==> src/logic/assess_pkg.sv <==
package assess_pkg;
  // clock and symbol timing
  localparam int CLK_NS = 100;
  localparam int SYMBOL_NS = 16000;
  localparam logic [7:0] SYM_CYCLES = 8'(SYMBOL_NS / CLK_NS);
  localparam logic [3:0] LISTEN_SYMS = 4'h8;
  localparam logic [3:0] AUTO_SYMS = 4'h8;
  localparam logic [3:0] AUTO_SYMS_HR = 4'h2;
  localparam int RESULT_LIMIT_NS = 180000;
  localparam int RESULT_LIMIT_CYCLES = RESULT_LIMIT_NS / CLK_NS;
  // register indices, byte address is index times four
  localparam logic [5:0] IDX_STATUS = 6'h01;
  localparam logic [5:0] IDX_CTRL = 6'h08;
  localparam logic [5:0] IDX_THRES = 6'h09;
  localparam logic [5:0] IDX_SYNC = 6'h15;
  // field positions
  localparam int DONE_BIT = 7;
  localparam int IDLE_BIT = 6;
  localparam int START_BIT = 7;
  localparam int MODE_LSB = 5;
  localparam int CHAN_W = 5;
  localparam int THRES_W = 4;
  localparam int SYNC_DIS_BIT = 7;
  // reset values
  localparam logic [1:0] MODE_RST = 2'h1;
  localparam logic [4:0] CHAN_RST = 5'h0B;
  localparam logic [7:0] THRES_RST = 8'hC7;
  typedef enum logic [1:0] {
    MODE_CS_OR_ED = 2'b00,
    MODE_ED = 2'b01,
    MODE_CS = 2'b10,
    MODE_CS_AND_ED = 2'b11
  } assess_mode_e;
endpackage

==> src/logic/symbol_window.sv <==
`timescale 1ns/1ps
module symbol_window (
  input wire logic sys_clk,
  input wire logic rst,
  input wire logic start,
  input wire logic [3:0] n_syms,
  input wire logic [7:0] energy,
  input wire logic carrier,
  output logic running,
  output logic done,
  output logic [7:0] peak,
  output logic cs_seen
);
  logic [7:0] cyc_reg;
  logic [3:0] sym_reg;
  logic [3:0] len_reg;
  logic tick;

  // one-cycle symbol enable from the cycle divider
  assign tick = running && (cyc_reg == assess_pkg::SYM_CYCLES - 8'h01);

  // window timing; the length is latched so a mode change mid-window is harmless
  always_ff @(posedge sys_clk) begin
    if (rst) begin
      running <= 1'b0;
      done <= 1'b0;
      cyc_reg <= 8'h00;
      sym_reg <= 4'h0;
      len_reg <= 4'h0;
    end else if (start) begin
      running <= 1'b1;
      done <= 1'b0;
      cyc_reg <= 8'h00;
      sym_reg <= 4'h0;
      len_reg <= n_syms;
    end else begin
      done <= tick && (sym_reg == len_reg - 4'h1);
      if (tick) begin
        cyc_reg <= 8'h00;
        sym_reg <= sym_reg + 4'h1;
        if (sym_reg == len_reg - 4'h1) begin
          running <= 1'b0;
        end
      end else if (running) begin
        cyc_reg <= cyc_reg + 8'h01;
      end
    end
  end

  // peak energy and carrier seen over the window, held until next start
  always_ff @(posedge sys_clk) begin
    if (rst || start) begin
      peak <= 8'h00;
      cs_seen <= 1'b0;
    end else if (running) begin
      if (energy > peak) begin
        peak <= energy;
      end
      cs_seen <= cs_seen | carrier;
    end
  end
endmodule

==> src/logic/channel_verdict.sv <==
`timescale 1ns/1ps
module channel_verdict (
  input wire logic [1:0] mode,
  input wire logic [7:0] energy,
  input wire logic [3:0] threshold,
  input wire logic carrier,
  output logic idle
);
  logic energy_busy;

  // energy is in 1 dB steps over the floor, threshold in 2 dB steps
  assign energy_busy = energy > {3'h0, threshold, 1'b0};

  // combine energy and carrier sense per algorithm
  always_comb begin
    case (mode)
      assess_pkg::MODE_CS_OR_ED: idle = !(energy_busy || carrier);
      assess_pkg::MODE_ED: idle = !energy_busy;
      assess_pkg::MODE_CS: idle = !carrier;
      assess_pkg::MODE_CS_AND_ED: idle = !(energy_busy && carrier);
      default: idle = 1'b0;
    endcase
  end
endmodule

==> src/logic/channel_assess.sv <==
// The Wishbone slave port was chosen for this implementation.
`timescale 1ns/1ps
// How it works
// - listening check lasts eight symbols, then completes
// - receiving check timing depends on mode, sync
// - modes 1,3,0 wait for automatic measurement end
// - mode 2 or finished measurement answers immediately
// - one automatic measurement per frame after sync
// - sync disable keeps listening; eight-symbol checks
// - status register: done, idle, reserved, radio state
// - done set on completion, cleared by request
// - idle result set on completion, cleared by request
// - start bit self-clears, always reads zero
// - request elsewhere completes without any measurement
// - two-bit algorithm field selects combination
// - energy busy above floor plus 2 dB steps
// - control register also holds channel number
// - listening result within 180 microseconds
module channel_assess (
  input wire logic sys_clk,
  input wire logic rst,
  input wire logic wb_cyc_i,
  input wire logic wb_stb_i,
  input wire logic wb_we_i,
  input wire logic [7:0] wb_adr_i,
  input wire logic [3:0] wb_sel_i,
  input wire logic [31:0] wb_dat_i,
  output logic [31:0] wb_dat_o,
  output logic wb_ack_o,
  input wire logic [4:0] radio_state,
  input wire logic rx_listening,
  input wire logic rx_busy,
  input wire logic sync_hdr_seen,
  input wire logic high_rate,
  input wire logic carrier_sense,
  input wire logic [7:0] energy_level,
  output logic measure_complete_event,
  output logic sync_detect_disable,
  output logic [4:0] radio_channel
);
  typedef enum logic [1:0] {
    ST_IDLE = 2'b00,
    ST_LISTEN = 2'b01,
    ST_WAIT_AUTO = 2'b10,
    ST_FINISH = 2'b11
  } assess_state_e;

  assess_state_e state_reg;
  logic [1:0] mode_reg;
  logic [7:0] thres_reg;
  logic start_reg;
  logic done_reg;
  logic idle_reg;
  logic no_meas_reg;
  logic [7:0] eng_reg;
  logic cs_reg;
  logic auto_seen_reg;
  logic auto_used_reg;
  logic [5:0] rd_idx_reg;
  logic [5:0] idx;
  logic wr_en;
  logic listening;
  logic eff_busy;
  logic listen_start;
  logic auto_start;
  logic listen_done;
  logic auto_done;
  logic auto_run;
  logic listen_run;
  logic [7:0] listen_peak;
  logic [7:0] auto_peak;
  logic listen_cs;
  logic auto_cs;
  logic verdict_idle;

  assign idx = wb_adr_i[7:2];
  assign wr_en = wb_cyc_i && wb_stb_i && wb_we_i && !wb_ack_o && wb_sel_i[0];

  // the disable bit pins the receiver in listening even mid-frame
  assign listening = rx_listening || (rx_busy && sync_detect_disable);
  assign eff_busy = rx_busy && !sync_detect_disable;
  assign listen_start = start_reg && state_reg == ST_IDLE && listening;
  // a frame gets one automatic measurement only
  assign auto_start = sync_hdr_seen && eff_busy && !auto_used_reg;

  // bus answer: one wait state, ack drops the cycle after it rose
  always_ff @(posedge sys_clk) begin
    if (rst) begin
      wb_ack_o <= 1'b0;
      rd_idx_reg <= 6'h00;
    end else begin
      wb_ack_o <= wb_cyc_i && wb_stb_i && !wb_ack_o;
      rd_idx_reg <= idx;
    end
  end

  // read mux; unmapped offsets answer zero, start bit never reads back
  always_ff @(posedge sys_clk) begin
    if (rst) begin
      wb_dat_o <= 32'h0000_0000;
    end else if (wb_cyc_i && wb_stb_i && !wb_ack_o) begin
      case (idx)
        assess_pkg::IDX_STATUS: wb_dat_o <= {24'h0, done_reg, idle_reg, 1'b0, radio_state};
        assess_pkg::IDX_CTRL: wb_dat_o <= {24'h0, 1'b0, mode_reg, radio_channel};
        assess_pkg::IDX_THRES: wb_dat_o <= {24'h0, thres_reg};
        assess_pkg::IDX_SYNC: wb_dat_o <= {24'h0, sync_detect_disable, 7'h00};
        default: wb_dat_o <= 32'h0000_0000;
      endcase
    end else begin
      wb_dat_o <= 32'h0000_0000;
    end
  end

  // writable fields; channel and mode rewrite on every control write
  always_ff @(posedge sys_clk) begin
    if (rst) begin
      mode_reg <= assess_pkg::MODE_RST;
      radio_channel <= assess_pkg::CHAN_RST;
      thres_reg <= assess_pkg::THRES_RST;
      sync_detect_disable <= 1'b0;
    end else if (wr_en) begin
      if (idx == assess_pkg::IDX_CTRL) begin
        mode_reg <= wb_dat_i[assess_pkg::MODE_LSB +: 2];
        radio_channel <= wb_dat_i[assess_pkg::CHAN_W-1:0];
      end
      if (idx == assess_pkg::IDX_THRES) begin
        thres_reg <= wb_dat_i[7:0];
      end
      if (idx == assess_pkg::IDX_SYNC) begin
        sync_detect_disable <= wb_dat_i[assess_pkg::SYNC_DIS_BIT];
      end
    end
  end

  // start bit is a pulse, nothing stored, so it self-clears
  always_ff @(posedge sys_clk) begin
    if (rst) begin
      start_reg <= 1'b0;
    end else begin
      start_reg <= wr_en && idx == assess_pkg::IDX_CTRL && wb_dat_i[assess_pkg::START_BIT];
    end
  end

  // frame bookkeeping; automatic done seen wins over the frame-end clear
  always_ff @(posedge sys_clk) begin
    if (rst) begin
      auto_used_reg <= 1'b0;
      auto_seen_reg <= 1'b0;
    end else begin
      if (auto_start) begin
        auto_used_reg <= 1'b1;
      end else if (!eff_busy) begin
        auto_used_reg <= 1'b0;
      end
      if (auto_done) begin
        auto_seen_reg <= 1'b1;
      end else if (!eff_busy) begin
        auto_seen_reg <= 1'b0;
      end
    end
  end

  symbol_window u_listen (
    .sys_clk(sys_clk),
    .rst(rst),
    .start(listen_start),
    .n_syms(assess_pkg::LISTEN_SYMS),
    .energy(energy_level),
    .carrier(carrier_sense),
    .running(listen_run),
    .done(listen_done),
    .peak(listen_peak),
    .cs_seen(listen_cs)
  );

  // shorter automatic window in the high-rate modes
  symbol_window u_auto (
    .sys_clk(sys_clk),
    .rst(rst),
    .start(auto_start),
    .n_syms(high_rate ? assess_pkg::AUTO_SYMS_HR : assess_pkg::AUTO_SYMS),
    .energy(energy_level),
    .carrier(carrier_sense),
    .running(auto_run),
    .done(auto_done),
    .peak(auto_peak),
    .cs_seen(auto_cs)
  );

  channel_verdict u_verdict (
    .mode(mode_reg),
    .energy(eng_reg),
    .threshold(thres_reg[assess_pkg::THRES_W-1:0]),
    .carrier(cs_reg),
    .idle(verdict_idle)
  );

  // check sequencing; requests during a running check are ignored
  always_ff @(posedge sys_clk) begin
    if (rst) begin
      state_reg <= ST_IDLE;
      eng_reg <= 8'h00;
      cs_reg <= 1'b0;
      no_meas_reg <= 1'b0;
    end else begin
      case (state_reg)
        ST_IDLE: begin
          if (start_reg) begin
            no_meas_reg <= 1'b0;
            if (listening) begin
              state_reg <= ST_LISTEN;
            end else if (eff_busy) begin
              if (mode_reg == assess_pkg::MODE_CS || auto_seen_reg) begin
                eng_reg <= auto_peak;
                cs_reg <= carrier_sense || auto_cs;
                state_reg <= ST_FINISH;
              end else begin
                state_reg <= ST_WAIT_AUTO;
              end
            end else begin
              no_meas_reg <= 1'b1;
              state_reg <= ST_FINISH;
            end
          end
        end
        ST_LISTEN: begin
          if (listen_done) begin
            eng_reg <= listen_peak;
            cs_reg <= listen_cs;
            state_reg <= ST_FINISH;
          end
        end
        ST_WAIT_AUTO: begin
          // a frame that ends early releases the wait with what was seen
          if (auto_done || !eff_busy) begin
            eng_reg <= auto_peak;
            cs_reg <= carrier_sense || auto_cs;
            state_reg <= ST_FINISH;
          end
        end
        ST_FINISH: state_reg <= ST_IDLE;
        default: state_reg <= ST_IDLE;
      endcase
    end
  end

  // result flags: cleared by a request, set on completion
  always_ff @(posedge sys_clk) begin
    if (rst) begin
      done_reg <= 1'b0;
      idle_reg <= 1'b0;
      measure_complete_event <= 1'b0;
    end else begin
      measure_complete_event <= state_reg == ST_FINISH;
      if (state_reg == ST_FINISH) begin
        done_reg <= 1'b1;
        idle_reg <= verdict_idle && !no_meas_reg;
      end else if (start_reg && state_reg == ST_IDLE) begin
        done_reg <= 1'b0;
        idle_reg <= 1'b0;
      end
    end
  end

  // helper: cycles since an accepted listening request
  logic [11:0] wait_cnt;
  logic listen_pend;
  always_ff @(posedge sys_clk) begin
    if (rst) begin
      wait_cnt <= 12'h000;
      listen_pend <= 1'b0;
    end else if (listen_start) begin
      wait_cnt <= 12'h001;
      listen_pend <= 1'b1;
    end else if (measure_complete_event) begin
      listen_pend <= 1'b0;
    end else if (listen_pend) begin
      wait_cnt <= wait_cnt + 12'h001;
    end
  end

  property p_listen_len;
    @(posedge sys_clk) disable iff (rst)
      measure_complete_event && listen_pend |-> wait_cnt == 12'd1283; // 1280 window plus 3 stages
  endproperty
  a_listen_len: assert property (p_listen_len)
    else $error("listening check length wrong");

  property p_limit;
    @(posedge sys_clk) disable iff (rst)
      listen_pend |-> wait_cnt <= 12'(assess_pkg::RESULT_LIMIT_CYCLES);
  endproperty
  a_limit: assert property (p_limit)
    else $error("listening result later than limit");

  property p_clear;
    @(posedge sys_clk) disable iff (rst)
      start_reg && state_reg == ST_IDLE |=> !done_reg && !idle_reg;
  endproperty
  a_clear: assert property (p_clear)
    else $error("flags not cleared by request");

  property p_event_done;
    @(posedge sys_clk) disable iff (rst)
      measure_complete_event |-> done_reg && !$past(measure_complete_event);
  endproperty
  a_event_done: assert property (p_event_done)
    else $error("event not single pulse with done");

  property p_immediate;
    @(posedge sys_clk) disable iff (rst)
      start_reg && state_reg == ST_IDLE && eff_busy && !listening
      && (mode_reg == assess_pkg::MODE_CS || auto_seen_reg) |-> ##2 measure_complete_event;
  endproperty
  a_immediate: assert property (p_immediate)
    else $error("immediate result late");

  property p_wait;
    @(posedge sys_clk) disable iff (rst)
      state_reg == ST_WAIT_AUTO && !auto_done && eff_busy |=> state_reg == ST_WAIT_AUTO
      ##1 !measure_complete_event;
  endproperty
  a_wait: assert property (p_wait)
    else $error("result before automatic measurement end");

  property p_once;
    @(posedge sys_clk) disable iff (rst)
      (auto_run || auto_seen_reg) && eff_busy |-> !auto_start;
  endproperty
  a_once: assert property (p_once)
    else $error("second automatic measurement in frame");

  property p_no_meas;
    @(posedge sys_clk) disable iff (rst)
      start_reg && state_reg == ST_IDLE && !listening && !eff_busy
      |-> ##2 measure_complete_event && done_reg && !idle_reg;
  endproperty
  a_no_meas: assert property (p_no_meas)
    else $error("request outside receive did not complete");

  property p_verdict;
    @(posedge sys_clk) disable iff (rst)
      state_reg == ST_FINISH && !no_meas_reg && mode_reg == assess_pkg::MODE_ED
      |=> idle_reg == ($past(eng_reg) <= {3'h0, $past(thres_reg[3:0]), 1'b0});
  endproperty
  a_verdict: assert property (p_verdict)
    else $error("energy verdict wrong");

  property p_start_zero;
    @(posedge sys_clk) disable iff (rst)
      wb_ack_o && rd_idx_reg == assess_pkg::IDX_CTRL |-> !wb_dat_o[assess_pkg::START_BIT];
  endproperty
  a_start_zero: assert property (p_start_zero)
    else $error("start bit read back as one");

  c_listen: cover property (@(posedge sys_clk) listen_pend && measure_complete_event);
  c_wait: cover property (@(posedge sys_clk) state_reg == ST_WAIT_AUTO && auto_done);
  c_immediate: cover property (@(posedge sys_clk)
    start_reg && eff_busy && mode_reg == assess_pkg::MODE_CS);
  c_no_meas: cover property (@(posedge sys_clk) state_reg == ST_FINISH && no_meas_reg);
endmodule

==> config.mk <==
export PLATFORM = sky130hd
export DESIGN_NAME = channel_assess
export DESIGN_NICKNAME = d
export VERILOG_FILES = /design/src/logic/assess_pkg.sv /design/src/logic/symbol_window.sv /design/src/logic/channel_verdict.sv /design/src/logic/channel_assess.sv
export SDC_FILE = /design/constraint.sdc
export NUM_CORES = 1
export LEC_CHECK = 0
export BUFFER_PORTS_ARGS = -buffer_cell sky130_fd_sc_hd__buf_2
export CAP_MARGIN = 20
export CORE_MARGIN = 5
export CORE_UTILIZATION = 40
export CTS_BUF_LIST = sky130_fd_sc_hd__clkbuf_16
export CTS_CLUSTER_DIAMETER = 80
export DETAILED_ROUTE_END_ITERATION = 10
export MAX_ROUTING_LAYER = met4
export PLACE_DENSITY = 0.63
export SLEW_MARGIN = 15
export SYNTH_ARGS = -nofsm -noshare
export SYNTH_HDL_FRONTEND = slang
export SYNTH_SLANG_ARGS = --single-unit
==> constraint.sdc <==
create_clock -name sys_clk -period 3.82 [get_ports sys_clk]
set_clock_uncertainty 0.15 [all_clocks]
set_input_delay 0.382 -clock sys_clk [delete_from_list [all_inputs] [get_ports sys_clk]]
set_output_delay 0.382 -clock sys_clk [all_outputs]
set_load 0.01 [all_outputs]
# == Yosys cells after proc, flatten, opt, wreduce, memory -nomap -nowiden ==
# Index checks and enable logic that the tools add are counted.
# totals
regBits,118
inputBits,67
out_inout_bits,40
elab_cells,160
# op_classes
addsub,6
n_lt_le_gt_ge,3
eq_ne,22
mux,38
bitwise,3
n_reduce_logical,58
# op_table
op,count
2-to-1 mux 8 bit,6
one-hot mux 8 bit (4 select lines),1
one-hot mux 8 bit (3 select lines),1
2-to-1 mux 1 bit,21
logical AND 1 bit,19
adder 8 x 1 -> 8 bit (second input constant),2
== test 8 bit (second input constant),2
> comparator 8 bit,2
AND reduction 2 bit,8
== test 6 x 4 -> 1 bit (second input constant),2
2-to-1 mux 2 bit,5
!= test 2 bit (second input constant),5
nonzero test 2 bit,5
zero test 1 bit,9
adder 4 x 1 -> 4 bit (second input constant),2
== test 2 bit (second input constant),4
== test 4 bit,2
> comparator 8 x 5 -> 1 bit,1
one-hot mux 2 bit (4 select lines),1
subtractor 4 x 1 -> 4 bit (second input constant),2
logical OR 1 bit,7
AND reduction 7 bit,1
== test 6 x 1 -> 1 bit (second input constant),1
== test 6 x 5 -> 1 bit (second input constant),1
12 further kinds,20

# == Depth between registers and ports, before layout ==
# Gate-level depths: netlist (run 1).
# depth
ltp_word,7
depth_mapped,8
mapped_depth_nobuf,7

# == Cells and area by module ==
# Synthesis (run 1) repeated with hierarchy kept, for this count alone.
# hier_totals
cells_unflattened,569
hier_area_um2,5058.6
# modules_own_cells
module,n_inst,cells_per_inst,area_per_inst_um2,seq_area_each_um2
symbol_window,2,155,1377.6,540.5
channel_assess,1,241,2167.1,860.8
channel_verdict,1,18,136.4,0.0

# == Worst setup path after synthesis (run 1) ==
# OpenSTA, ideal clock, no wires.
# synth_path
path_type,input to register
start,input port wb_adr_i[4]
end,register radio_channel[0]
setup_ps,130
t_arrival_ps,1702
required_ps,3540
slack_ps,1839
stages,6
path_buffers,1
cell_sequence,or4b_4 > nor3_4 > and2b_1 > buf_6 > mux2i_1 > nand2_1
# synth_via
elab_chain_len,2
# synth_lines
item,line_no,source
"start, declared",channel_assess.sv:25,"input wire logic [7:0] wb_adr_i,"
== test 6 x 4 -> 1 bit,channel_assess.sv:122,if (idx == assess_pkg::IDX_CTRL) begin
AND reduction 2 bit (no source line),n/a,
"end signal, assigned",channel_assess.sv:118,radio_channel <= assess_pkg::CHAN_RST;
"end signal, assigned",channel_assess.sv:124,radio_channel <= wb_dat_i[assess_pkg::CHAN_W-1:0];
"end, declared",channel_assess.sv:39,output logic [4:0] radio_channel
# Every way passes these cells.
# A chain may end at the register's enable or synchronous reset.

# == Final worst setup path (run 1) ==
# layout_path
start,register state_reg[1]
end,register cs_reg
# layout_via
elab_chain_len,3
elab_cells_between_ends,12
cone_classes,eq/ne: 8; mux: 1; reduce/logical: 3
# layout_lines
item,line_no,source
"start, declared",channel_assess.sv:48,assess_state_e state_reg;
"start signal, assigned",channel_assess.sv:201,state_reg <= ST_IDLE;
"start signal, assigned",channel_assess.sv:211,state_reg <= ST_LISTEN;
"start signal, assigned",channel_assess.sv:216,state_reg <= ST_FINISH;
== test 2 x 1 -> 1 bit (tied with other cells),channel_assess.sv:206,case (state_reg)
!= test 2 x 1 -> 1 bit (no source line) (tied with other cells),n/a,
AND reduction 7 bit (no source line),n/a,
"end signal, assigned",channel_assess.sv:215,cs_reg <= carrier_sense || auto_cs;
"end signal, assigned",channel_assess.sv:229,cs_reg <= listen_cs;
"end signal, assigned",channel_assess.sv:237,cs_reg <= carrier_sense || auto_cs;
"end, declared",channel_assess.sv:56,logic cs_reg;
# Parallel ways exist; a longest one is shown, timed or not.

==> impl_metrics.csv, run 1 <==
group,metric,value,unit
status,status,"complete, no violations",
sta,slew_viol_final,0,
worst_hold_path,min-delay-start,"wb_dat_i[5]",
layout,area_growth,12.7,%
critical_path,path_delay_family,"compound AO/OA/AOI/OAI gates",
clock_tree,worstSkewPairLatency,0.34,ns
synth,ys_types,50,
critical_path,rrSetupSlack,1.27,ns
clock_tree,cts-root-buf,"clkbuf_16",
global_routing,busiest_layer,"met2",
global_routing,grtUsageTotal,0.154,
drt,drc,0,
clock_tree,htreeDepth,3,
clock_tree,cts_tree,"done",
placed_design,gp_congestion,0.832,
drt,first_iter_violations,230,
worst_hold_path,min_path_type,"input pin to flop",
clock_tree,ctsHoldBuffers,0,
global_routing,grt_max_degree,32,
critical_path,crit_fanout,17,
synth,netlist_area,0.00451,mm2
global_routing,grt-ovfl-total,0,
critical_path,critPathMaxStageDelay,0.85,ns
clock_tree,cts_made_buffers,9,
worst_hold_path,holdPathEnd,"mode_reg[0]$_SDFFE_PP1P_",
global_routing,grt_use_met1,0.196,
critical_path,endpoint_kind,"flop",
synth,yosys_warnings,0,
global_routing,use_met2,0.252,
pwr,power_density,455,mW/mm2
critical_path,timing.rr.end,"cs_reg$_SDFFE_PP0P_",
sta,worst_pin_slew,1.00,ns
floorplanning,ioPinCount,107,
synth,ys_seq_area_frac,0.408,
floorplanning,die_x,116,um
critical_path,path_depth,7,
floorplanning,die_area,0.0135,mm2
pwr,vdd_drop_max,0.291,mV
sta,finalSetupTns,0,ns
run,cap_violations,0,
critical_path,critPathArrivalTime,2.61,ns
floorplanning,core-area,0.0109,mm2
global_routing,met3_usage,0.0368,
critical_path,rr_startpoint,"state_reg[1]$_SDFFE_PP0P_",
synth,synth_top_flop_cell,"dfxtp_1",
critical_path,crit_top_cell,"inv_1",
clock_tree,path_clk_slew,0.07,ns
sta,min_period,2.55,ns
floorplanning,die_h,116,um
global_routing,grt_pass1_wl,16.4,mm
drt,final_antenna_net_count,0,
sta,rsz0062_at_grt,"false",
placed_design,dpl_worst_slack,1.28,ns
sta,worst_slack,1.27,ns
critical_path,critPathRequiredTime,3.88,ns
clock_tree,cts.sinks,92,
placed_design,place_hpwl,7.32,mm
critical_path,path_class,"flop to flop",
drt,vias_per_cell,5.10,
critical_path,cp_cell_sequence,"inv_1 -> ha_1 -> inv_1 -> o32ai_1 -> a211oi_2 -> mux2i_1 -> nor2_1",
drt,vias,3623,
floorplanning,start_util,0.412,
sta,setup_violations,0,
pwr,p_leak,0.00198,uW
sta,period_share,0.668,
synth,ys_seq_elements,92,
critical_path,reg2regPathDepth,7,
clock_tree,clock_path_buffers,2,
synth,async_flop_share,0,
global_routing,grt_pass1_vias,3478,
synth,synth_edf_count,0,
worst_hold_path,min_delay_path_depth,3,
critical_path,cp-start-kind,"flop",
layout,nNetsFinal,660,
layout,final_layout_size_suffix_gt1_frac,0.137,
global_routing,antenna_found_initial,0,
drt,first_pass_iters,5,
synth,syn_inst,517,
sta,hold_violations,0,
sta,fmax,0.392,GHz
pwr,p_total,2310,uW
synth,synth_area_per_cell,8.72,um2
sta,whs,0.136,ns
sta,relSlewSlack,0.332,
clock_tree,postCtsSetupBuffers,0,
drt,wire_per_inst,13.7,um
layout,fill_cells,1074,
placed_design,portBuffers,53,
layout,n_antenna_cell,0,
critical_path,critPathSlowestCell,"a211oi_2",
clock_tree,ctsResizeCount,0,
floorplanning,num_rows,38,
drt,totalWireLength,9.75,mm
critical_path,critical_path_buf_inv_count,2,
[report_power, final]
part	internal (uW)	total (uW)	switching (uW)
clock	510	889	379
combinational	151	376	225
sequential	1010	1050	36.2
[logic make-up after synthesis]
kind of cell | count (synthesis) | synth area share
AOI/OAI and AO/OA | 94 | 0.133
adders and majority gates | 28 | 0.0777
buffers and inverters | 71 | 0.0838
DFF | 92 | 0.408
and+or+nand+nor | 182 | 0.194
xor gates and xnor gates | 22 | 0.0427
other | 1 | 0.000831
muxes | 27 | 0.0599
[synth_stat cells (all sizes together), types with 3 or more instances]
cell	count	area, um2
o31a	5	43.8
buf	34	239
a21oi	33	165
nand2	36	135
inv	31	116
nor2	78	293
nor2b	5	31.3
nand4	9	56.3
nor3	7	57.6
nand2b	8	50.1
o211ai	4	30.0
xor2	13	114
o21ai	22	110
a211oi	10	80.1
xnor2	9	78.8
dfxtp	92	1840
nand3	22	110
mux2i	27	270
a31oi	3	18.8
ha	28	350
a222oi	6	60.1
nor3b	3	27.5
clkbuf	6	22.5
[per-stage QoR]
stage / cells / instance area, um2 / util
after floorplan: 540 / 4600 / -
after global placement: 694 / 4780 / 0.437
after detailed placement: 694 / 4780 / 0.437
after CTS: 710 / 5080 / 0.465
after global routing: 710 / 5080 / 0.465
final: 710 / 5080 / 0.465
[cell type report]
cell class / count / area, um2 / share of cell area
Clock inverter: 7 / 76.3 / 0.0150
Sequential cell: 92 / 1840 / 0.362
Inverter: 31 / 116 / 0.0229
Clock buffer: 9 / 225 / 0.0443
Timing Repair Buffer: 54 / 273 / 0.0536
Multi-Input combinational cell: 377 / 2380 / 0.468
Tap cell: 140 / 175 / 0.0344
[placed cells by master (no fill, tap or decap), drive strengths merged, types with 4 or more instances in the layout]
cell type and count:
a211oi 10, nor2b 5, a222oi 6, mux2i 27
xor2 13, dfxtp 92, clkinv 4, o21ai 22
o211ai 4, nand2b 8, a21oi 33, ha 28
inv 32, nand2 36, conb 24, nand4 9
nor2 78, buf 54, nor3 7, nand3 22
xnor2 9, o31a 5, clkbuf 9
[worst max-delay path by stage]
| stage | slack (ns) | from | endpoint |
|---|---|---|---|
| 6_report | 1.27 | state_reg[1]$_SDFFE_PP0P_ | cs_reg$_SDFFE_PP0P_ |
| 4_1_cts | 1.27 | state_reg[1]$_SDFFE_PP0P_ | eng_reg[7]$_SDFFE_PP0P_ |
| 3_3_place_gp | 1.30 | state_reg[1]$_SDFFE_PP0P_ | cs_reg$_SDFFE_PP0P_ |
| 2_1_floorplan | 1.84 | wb_adr_i[4] | radio_channel[0]$_SDFFE_PP1P_ |
| 5_1_grt | 1.04 | state_reg[1]$_SDFFE_PP0P_ | eng_reg[0]$_SDFFE_PP0P_ |
| 3_5_place_dp | 1.28 | state_reg[1]$_SDFFE_PP0P_ | cs_reg$_SDFFE_PP0P_ |
[routing by layer]
metal | vias to the layer above | wire length [um]
li1 | 1845 | -
met4 | 0 | 98
met5 | - | 0
met1 | 1679 | 4650
met2 | 87 | 4450
met3 | 12 | 552
[tightest hold or removal path, delay by kind of cell]
kind	cells	cell delay, ns
buffers and inverters	1	0.09
AND/OR/NAND/NOR	1	0.04
AO/OA/AOI/OAI	1	0.07
(Power assumes the default switching activity.)
==> run 2: changes to the inputs <==
Settings changed: PLACE_DENSITY 0.63 to 0.66.
Clock period 3.82 ns to 2.3 ns, I/O delays scaled along.
==> impl_metrics.csv, run 2 (synthesis gave the netlist of run 1 again) <==
group,metric,value,unit
status,status,"finished, violations left",
status,violations,"hold timing",
critical_path,path_class,"flop to flop",
layout,final_layout_size_suffix_gt1_frac,0.159,
global_routing,grt_pass1_wl,16.5,mm
placed_design,place_hpwl,7.45,mm
sta,worst_pin_slew,0.523,ns
clock_tree,clock_path_buffers,2,
pwr,power_density,730,mW/mm2
pwr,intPower,2810,uW
critical_path,critPathMaxStageDelay,0.53,ns
critical_path,path_delay_family,"compound AO/OA/AOI/OAI gates",
pwr,switching_share,0.278,
critical_path,cp_cell_sequence,"inv_1 -> ha_1 -> a21oi_1 -> o21ai_0 -> o31ai_2 -> o21ai_0 -> a21oi_1",
critical_path,crit_fanout,8,
layout,area_growth,18.3,%
placed_design,portBuffers,53,
global_routing,grt_pass1_vias,3607,
critical_path,critPathArrivalTime,2.25,ns
clock_tree,path_clk_slew,0.07,ns
layout,final_common_cell,"dfxtp_1",
floorplanning,die_x,116,um
pwr,p_leak,0.00211,uW
placed_design,gp_congestion,0.851,
sta,hold_violations,1,
critical_path,critPathRequiredTime,2.41,ns
clock_tree,htreeDepth,3,
clock_tree,cts_made_buffers,9,
sta,fmax,0.468,GHz
placed_design,placed_area,0.00489,mm2
placed_design,dpl_worst_slack,-0.0486,ns
pwr,clockPowerShare,0.377,
worst_hold_path,min_path_type,"input pin to flop",
drt,drc,0,
layout,fin_util,0.488,
floorplanning,num_rows,38,
floorplanning,die_h,116,um
critical_path,critPathSlowestCell,"o31ai_2",
sta,worst_slack,0.164,ns
layout,final_area,0.00533,mm2
critical_path,cp-start-kind,"flop",
run,cap_violations,0,
pwr,seq_power_share,0.446,
sta,min_period,2.14,ns
drt,first_iter_violations,330,
drt,vias_per_cell,5.06,
floorplanning,die_area,0.0135,mm2
sta,period_share,0.929,
sta,whs,-0.00176,ns
critical_path,critical_path_buf_inv_count,1,
drt,first_pass_iters,8,
global_routing,grt-ovfl-total,0,
floorplanning,core-area,0.0109,mm2
clock_tree,worstSkewPairLatency,0.35,ns
clock_tree,cts_tree,"done",
floorplanning,ioPinCount,107,
layout,final_cell_mix,"92 x dfxtp_1, 78 x nor2_1, 53 x buf_2",
drt,vias,3732,
floorplanning,start_util,0.412,
layout,finalNonFillerCells,737,
sta,relSlewSlack,0.650,
sta,setup_violations,0,
drt,totalWireLength,10.1,mm
layout,nNetsFinal,687,
pwr,vdd_drop_max,0.450,mV
global_routing,grtUsageTotal,0.158,
drt,wire_per_inst,13.7,um
drt,final_antenna_net_count,0,
sta,slew_viol_final,0,
pwr,comb_power_share,0.177,
clock_tree,cts.sinks,92,
global_routing,grt_max_degree,31,
layout,n_antenna_cell,0,
critical_path,endpoint_kind,"flop",
sta,rsz0062_at_grt,"true",
pwr,p_switching,1080,uW
global_routing,antenna_found_initial,0,
placed_design,place_inst,708,
clock_tree,cts-root-buf,"clkbuf_16",
clock_tree,postCtsSetupBuffers,0,
run 2: cell types whose count changed in the layout (fill, tap and decap cells not counted), moves of 2 or more:
cell           before  now
buf_4               1   15
dlygate4sd3_1       0   13
clkinv_2            0    2
o31ai_1             2    0
run 2: area by class of cell:
| cell class | count | area, um2 |
|---|---|---|
| fillers | 1037 | 5600 |
| multi-input cells | 377 | 2400 |
| flip-flops and latches | 92 | 1840 |
| repair buffers | 81 | 508 |
| clock buffers | 9 | 225 |
| well taps | 140 | 175 |
| inverters | 31 | 116 |
| clock inverters | 7 | 68.8 |
run 2: path summary, 6_finish.rpt:
path / start / end / slack, ns / cells past startpoint
max: u_listen.peak[7]$_SDFFE_PP0P_ / u_listen.peak[2]$_SDFFE_PP0P_ / 0.16 / 7
min reg2reg: wb_ack_o$_SDFF_PP0_ / wb_ack_o$_SDFF_PP0_ / 0.31 / 1
max reg2reg: u_listen.peak[7]$_SDFFE_PP0P_ / u_listen.peak[2]$_SDFFE_PP0P_ / 0.16 / 7
min: wb_stb_i / wb_ack_o$_SDFF_PP0_ / -0.002 / 3
run 2: layer usage:
metal / track usage / vias up / part of all wire / wire length (um)
met5: - / - / 0 / 0
met4: 0.0495 / 0 / 0.015 / 151
met3: 0.0373 / 15 / 0.066 / 668
met2: 0.254 / 112 / 0.47 / 4720
met1: 0.197 / 1704 / 0.45 / 4540
li1: - / 1901 / - / -
run 2: worst register-to-register path, stage by stage, from the launching register on:
cell	delay [ns]
dfxtp_1	0.36
inv_1	0.05
ha_1	0.31
a21oi_1	0.13
o21ai_0	0.15
o31ai_2	0.53
o21ai_0	0.18
a21oi_1	0.20
run 2: repair_timing:
item | in CTS | in global routing
gates resized for setup | 2 | 3
hold buffers | 13 | 0
setup endpoints to repair | 10 | 15
hold endpoints to repair | 18 | 0
run 2: through the flow:
stage	hold slack, ns	total power (uW)	setup TNS, ns
after floorplan	0.165	2290	0
after global placement	0.297	2400	0
after detailed placement	0.303	2430	-0.300
after CTS	0.00239	3920	0
after global routing	0.0171	4090	-0.0458
final	-0.00176	3890	0
run 2: power groups by stage:
stage | Sequential [uW] | Combinational, uW | Clock, uW
5_1_grt | 1750 | 771 | 1570
4_1_cts | 1740 | 685 | 1500
6_report | 1740 | 690 | 1470
2_1_floorplan | 1760 | 533 | 0
3_3_place_gp | 1770 | 634 | 0
3_5_place_dp | 1770 | 654 | 0
==> run 3: changes to the inputs <==
Settings changed: RECOVER_POWER from default to 50.
==> impl_metrics.csv, run 3 (synthesis gave the netlist of run 1 again) <==
group,metric,value,unit
status,status,"finished, violations left",
status,violations,"hold timing",
sta,period_share,0.940,
drt,first_iter_violations,304,
drt,first_pass_iters,5,
global_routing,grt_pass1_vias,3607,
global_routing,grtUsageTotal,0.158,
clock_tree,worstSkewPairLatency,0.35,ns
sta,worst_pin_slew,0.747,ns
sta,fmax,0.463,GHz
critical_path,path_class,"flop to flop",
layout,final_layout_size_suffix_gt1_frac,0.127,
layout,fill_cells,1057,
clock_tree,cts.sinks,92,
critical_path,cp_cell_sequence,"inv_1 -> ha_1 -> a21oi_1 -> o21ai_0 -> o31ai_2 -> o21ai_0 -> a21oi_1",
placed_design,gp_congestion,0.851,
clock_tree,htreeDepth,3,
clock_tree,path_clk_slew,0.07,ns
drt,totalWireLength,10.1,mm
drt,wire_per_inst,13.8,um
sta,relSlewSlack,0.499,
sta,hold_violations,1,
critical_path,endpoint_kind,"flop",
clock_tree,cts_tree,"done",
critical_path,critPathArrivalTime,2.27,ns
global_routing,grt_max_degree,31,
placed_design,place_hpwl,7.45,mm
critical_path,cp-startpoint,"u_listen.peak[7]$_SDFFE_PP0P_",
sta,setup_violations,0,
clock_tree,postCtsSetupBuffers,0,
layout,final_common_cell,"dfxtp_1",
global_routing,antenna_found_initial,0,
sta,min_period,2.16,ns
sta,whs,-0.00385,ns
sta,worst_slack,0.139,ns
critical_path,critPathSlowestCell,"o31ai_2",
critical_path,critPathMaxStageDelay,0.54,ns
worst_hold_path,min-delay-start,"wb_stb_i",
floorplanning,die_area,0.0135,mm2
pwr,power_density,735,mW/mm2
floorplanning,die_h,116,um
global_routing,grt-ovfl-total,0,
run,cap_violations,0,
sta,slew_viol_final,0,
placed_design,portBuffers,53,
clock_tree,cts_made_buffers,9,
floorplanning,start_util,0.412,
placed_design,dpl_worst_slack,-0.0486,ns
layout,nNetsFinal,687,
clock_tree,cts-root-buf,"clkbuf_16",
global_routing,grt_pass1_wl,16.5,mm
layout,n_antenna_cell,0,
sta,rsz0062_at_grt,"true",
clock_tree,clock_path_buffers,2,
critical_path,critical_path_buf_inv_count,1,
drt,vias_per_cell,5.05,
drt,final_antenna_net_count,0,
layout,area_growth,17.4,%
critical_path,path_delay_family,"compound AO/OA/AOI/OAI gates",
pwr,p_leak,0.00203,uW
critical_path,cp-start-kind,"flop",
layout,final_cell_mix,"92 x dfxtp_1, 78 x nor2_1, 36 x nand2_1, 36 x buf_2, 33 x a21oi_1",
floorplanning,core-area,0.0109,mm2
pwr,vdd_drop_max,0.450,mV
floorplanning,num_rows,38,
floorplanning,die_x,116,um
critical_path,crit_fanout,8,
critical_path,rr_startpoint,"u_listen.peak[7]$_SDFFE_PP0P_",
worst_hold_path,min_path_type,"input pin to flop",
drt,drc,0,
drt,vias,3720,
critical_path,critPathRequiredTime,2.41,ns
floorplanning,ioPinCount,107,
run 3: repair_timing:
action	4_1_cts	5_1_grt
cloned	0	0
hold buffers	13	0
setup endpoints to repair	10	15
endpoints found under the hold margin	18	0
gates resized for setup	2	3
run 3: metrics by stage:
step / total power, uW / util / setup TNS, ns / cells / instance area [um2]
after detailed placement: 2430 / 0.447 / -0.300 / 708 / 4890
after global placement: 2400 / 0.447 / 0 / 708 / 4890
after CTS: 3920 / 0.487 / 0 / 737 / 5320
after floorplan: 2290 / - / 0 / 540 / 4600
after global routing: 4090 / 0.484 / -0.0458 / 737 / 5290
final: 3890 / 0.484 / 0 / 737 / 5290
run 3: cell type report:
class | instances | area, um2 | share of cell area
Multi-Input combinational cell | 377 | 2390 | 0.452
Sequential cell | 92 | 1840 | 0.348
Timing Repair Buffer | 81 | 474 | 0.0896
Clock buffer | 9 | 225 | 0.0425
Tap cell | 140 | 175 | 0.0331
Inverter | 31 | 116 | 0.0220
Clock inverter | 7 | 68.8 | 0.0130
run 3: power breakdown:
group / switching, uW / internal (uW)
Clock: 630 / 838
Sequential: 55.8 / 1680
Combinational: 398 / 287
run 3: tightest hold or removal path: cells and delay by family:
family | cells | cell delay (ns)
buffers and inverters | 1 | 0.10
AND/OR/NAND/NOR | 2 | 0.12
run 3: per-layer routing:
layer  track usage  up-vias  share of wire
met1         0.197     1694           0.46
li1              -     1903              -
met2         0.254      110           0.47
met4        0.0495        0          0.013
met3        0.0373       13          0.065
met5             -        -              0
run 3: path summary, 6_finish.rpt:
kind                                                 endpoint  slack [ns]  cells after the start
worst min register to register            wb_ack_o$_SDFF_PP0_        0.31                      1
worst max register to register  u_listen.peak[2]$_SDFFE_PP0P_        0.14                      7
worst max-delay path            u_listen.peak[2]$_SDFFE_PP0P_        0.14                      7
worst min-delay path                      wb_ack_o$_SDFF_PP0_      -0.004                      3
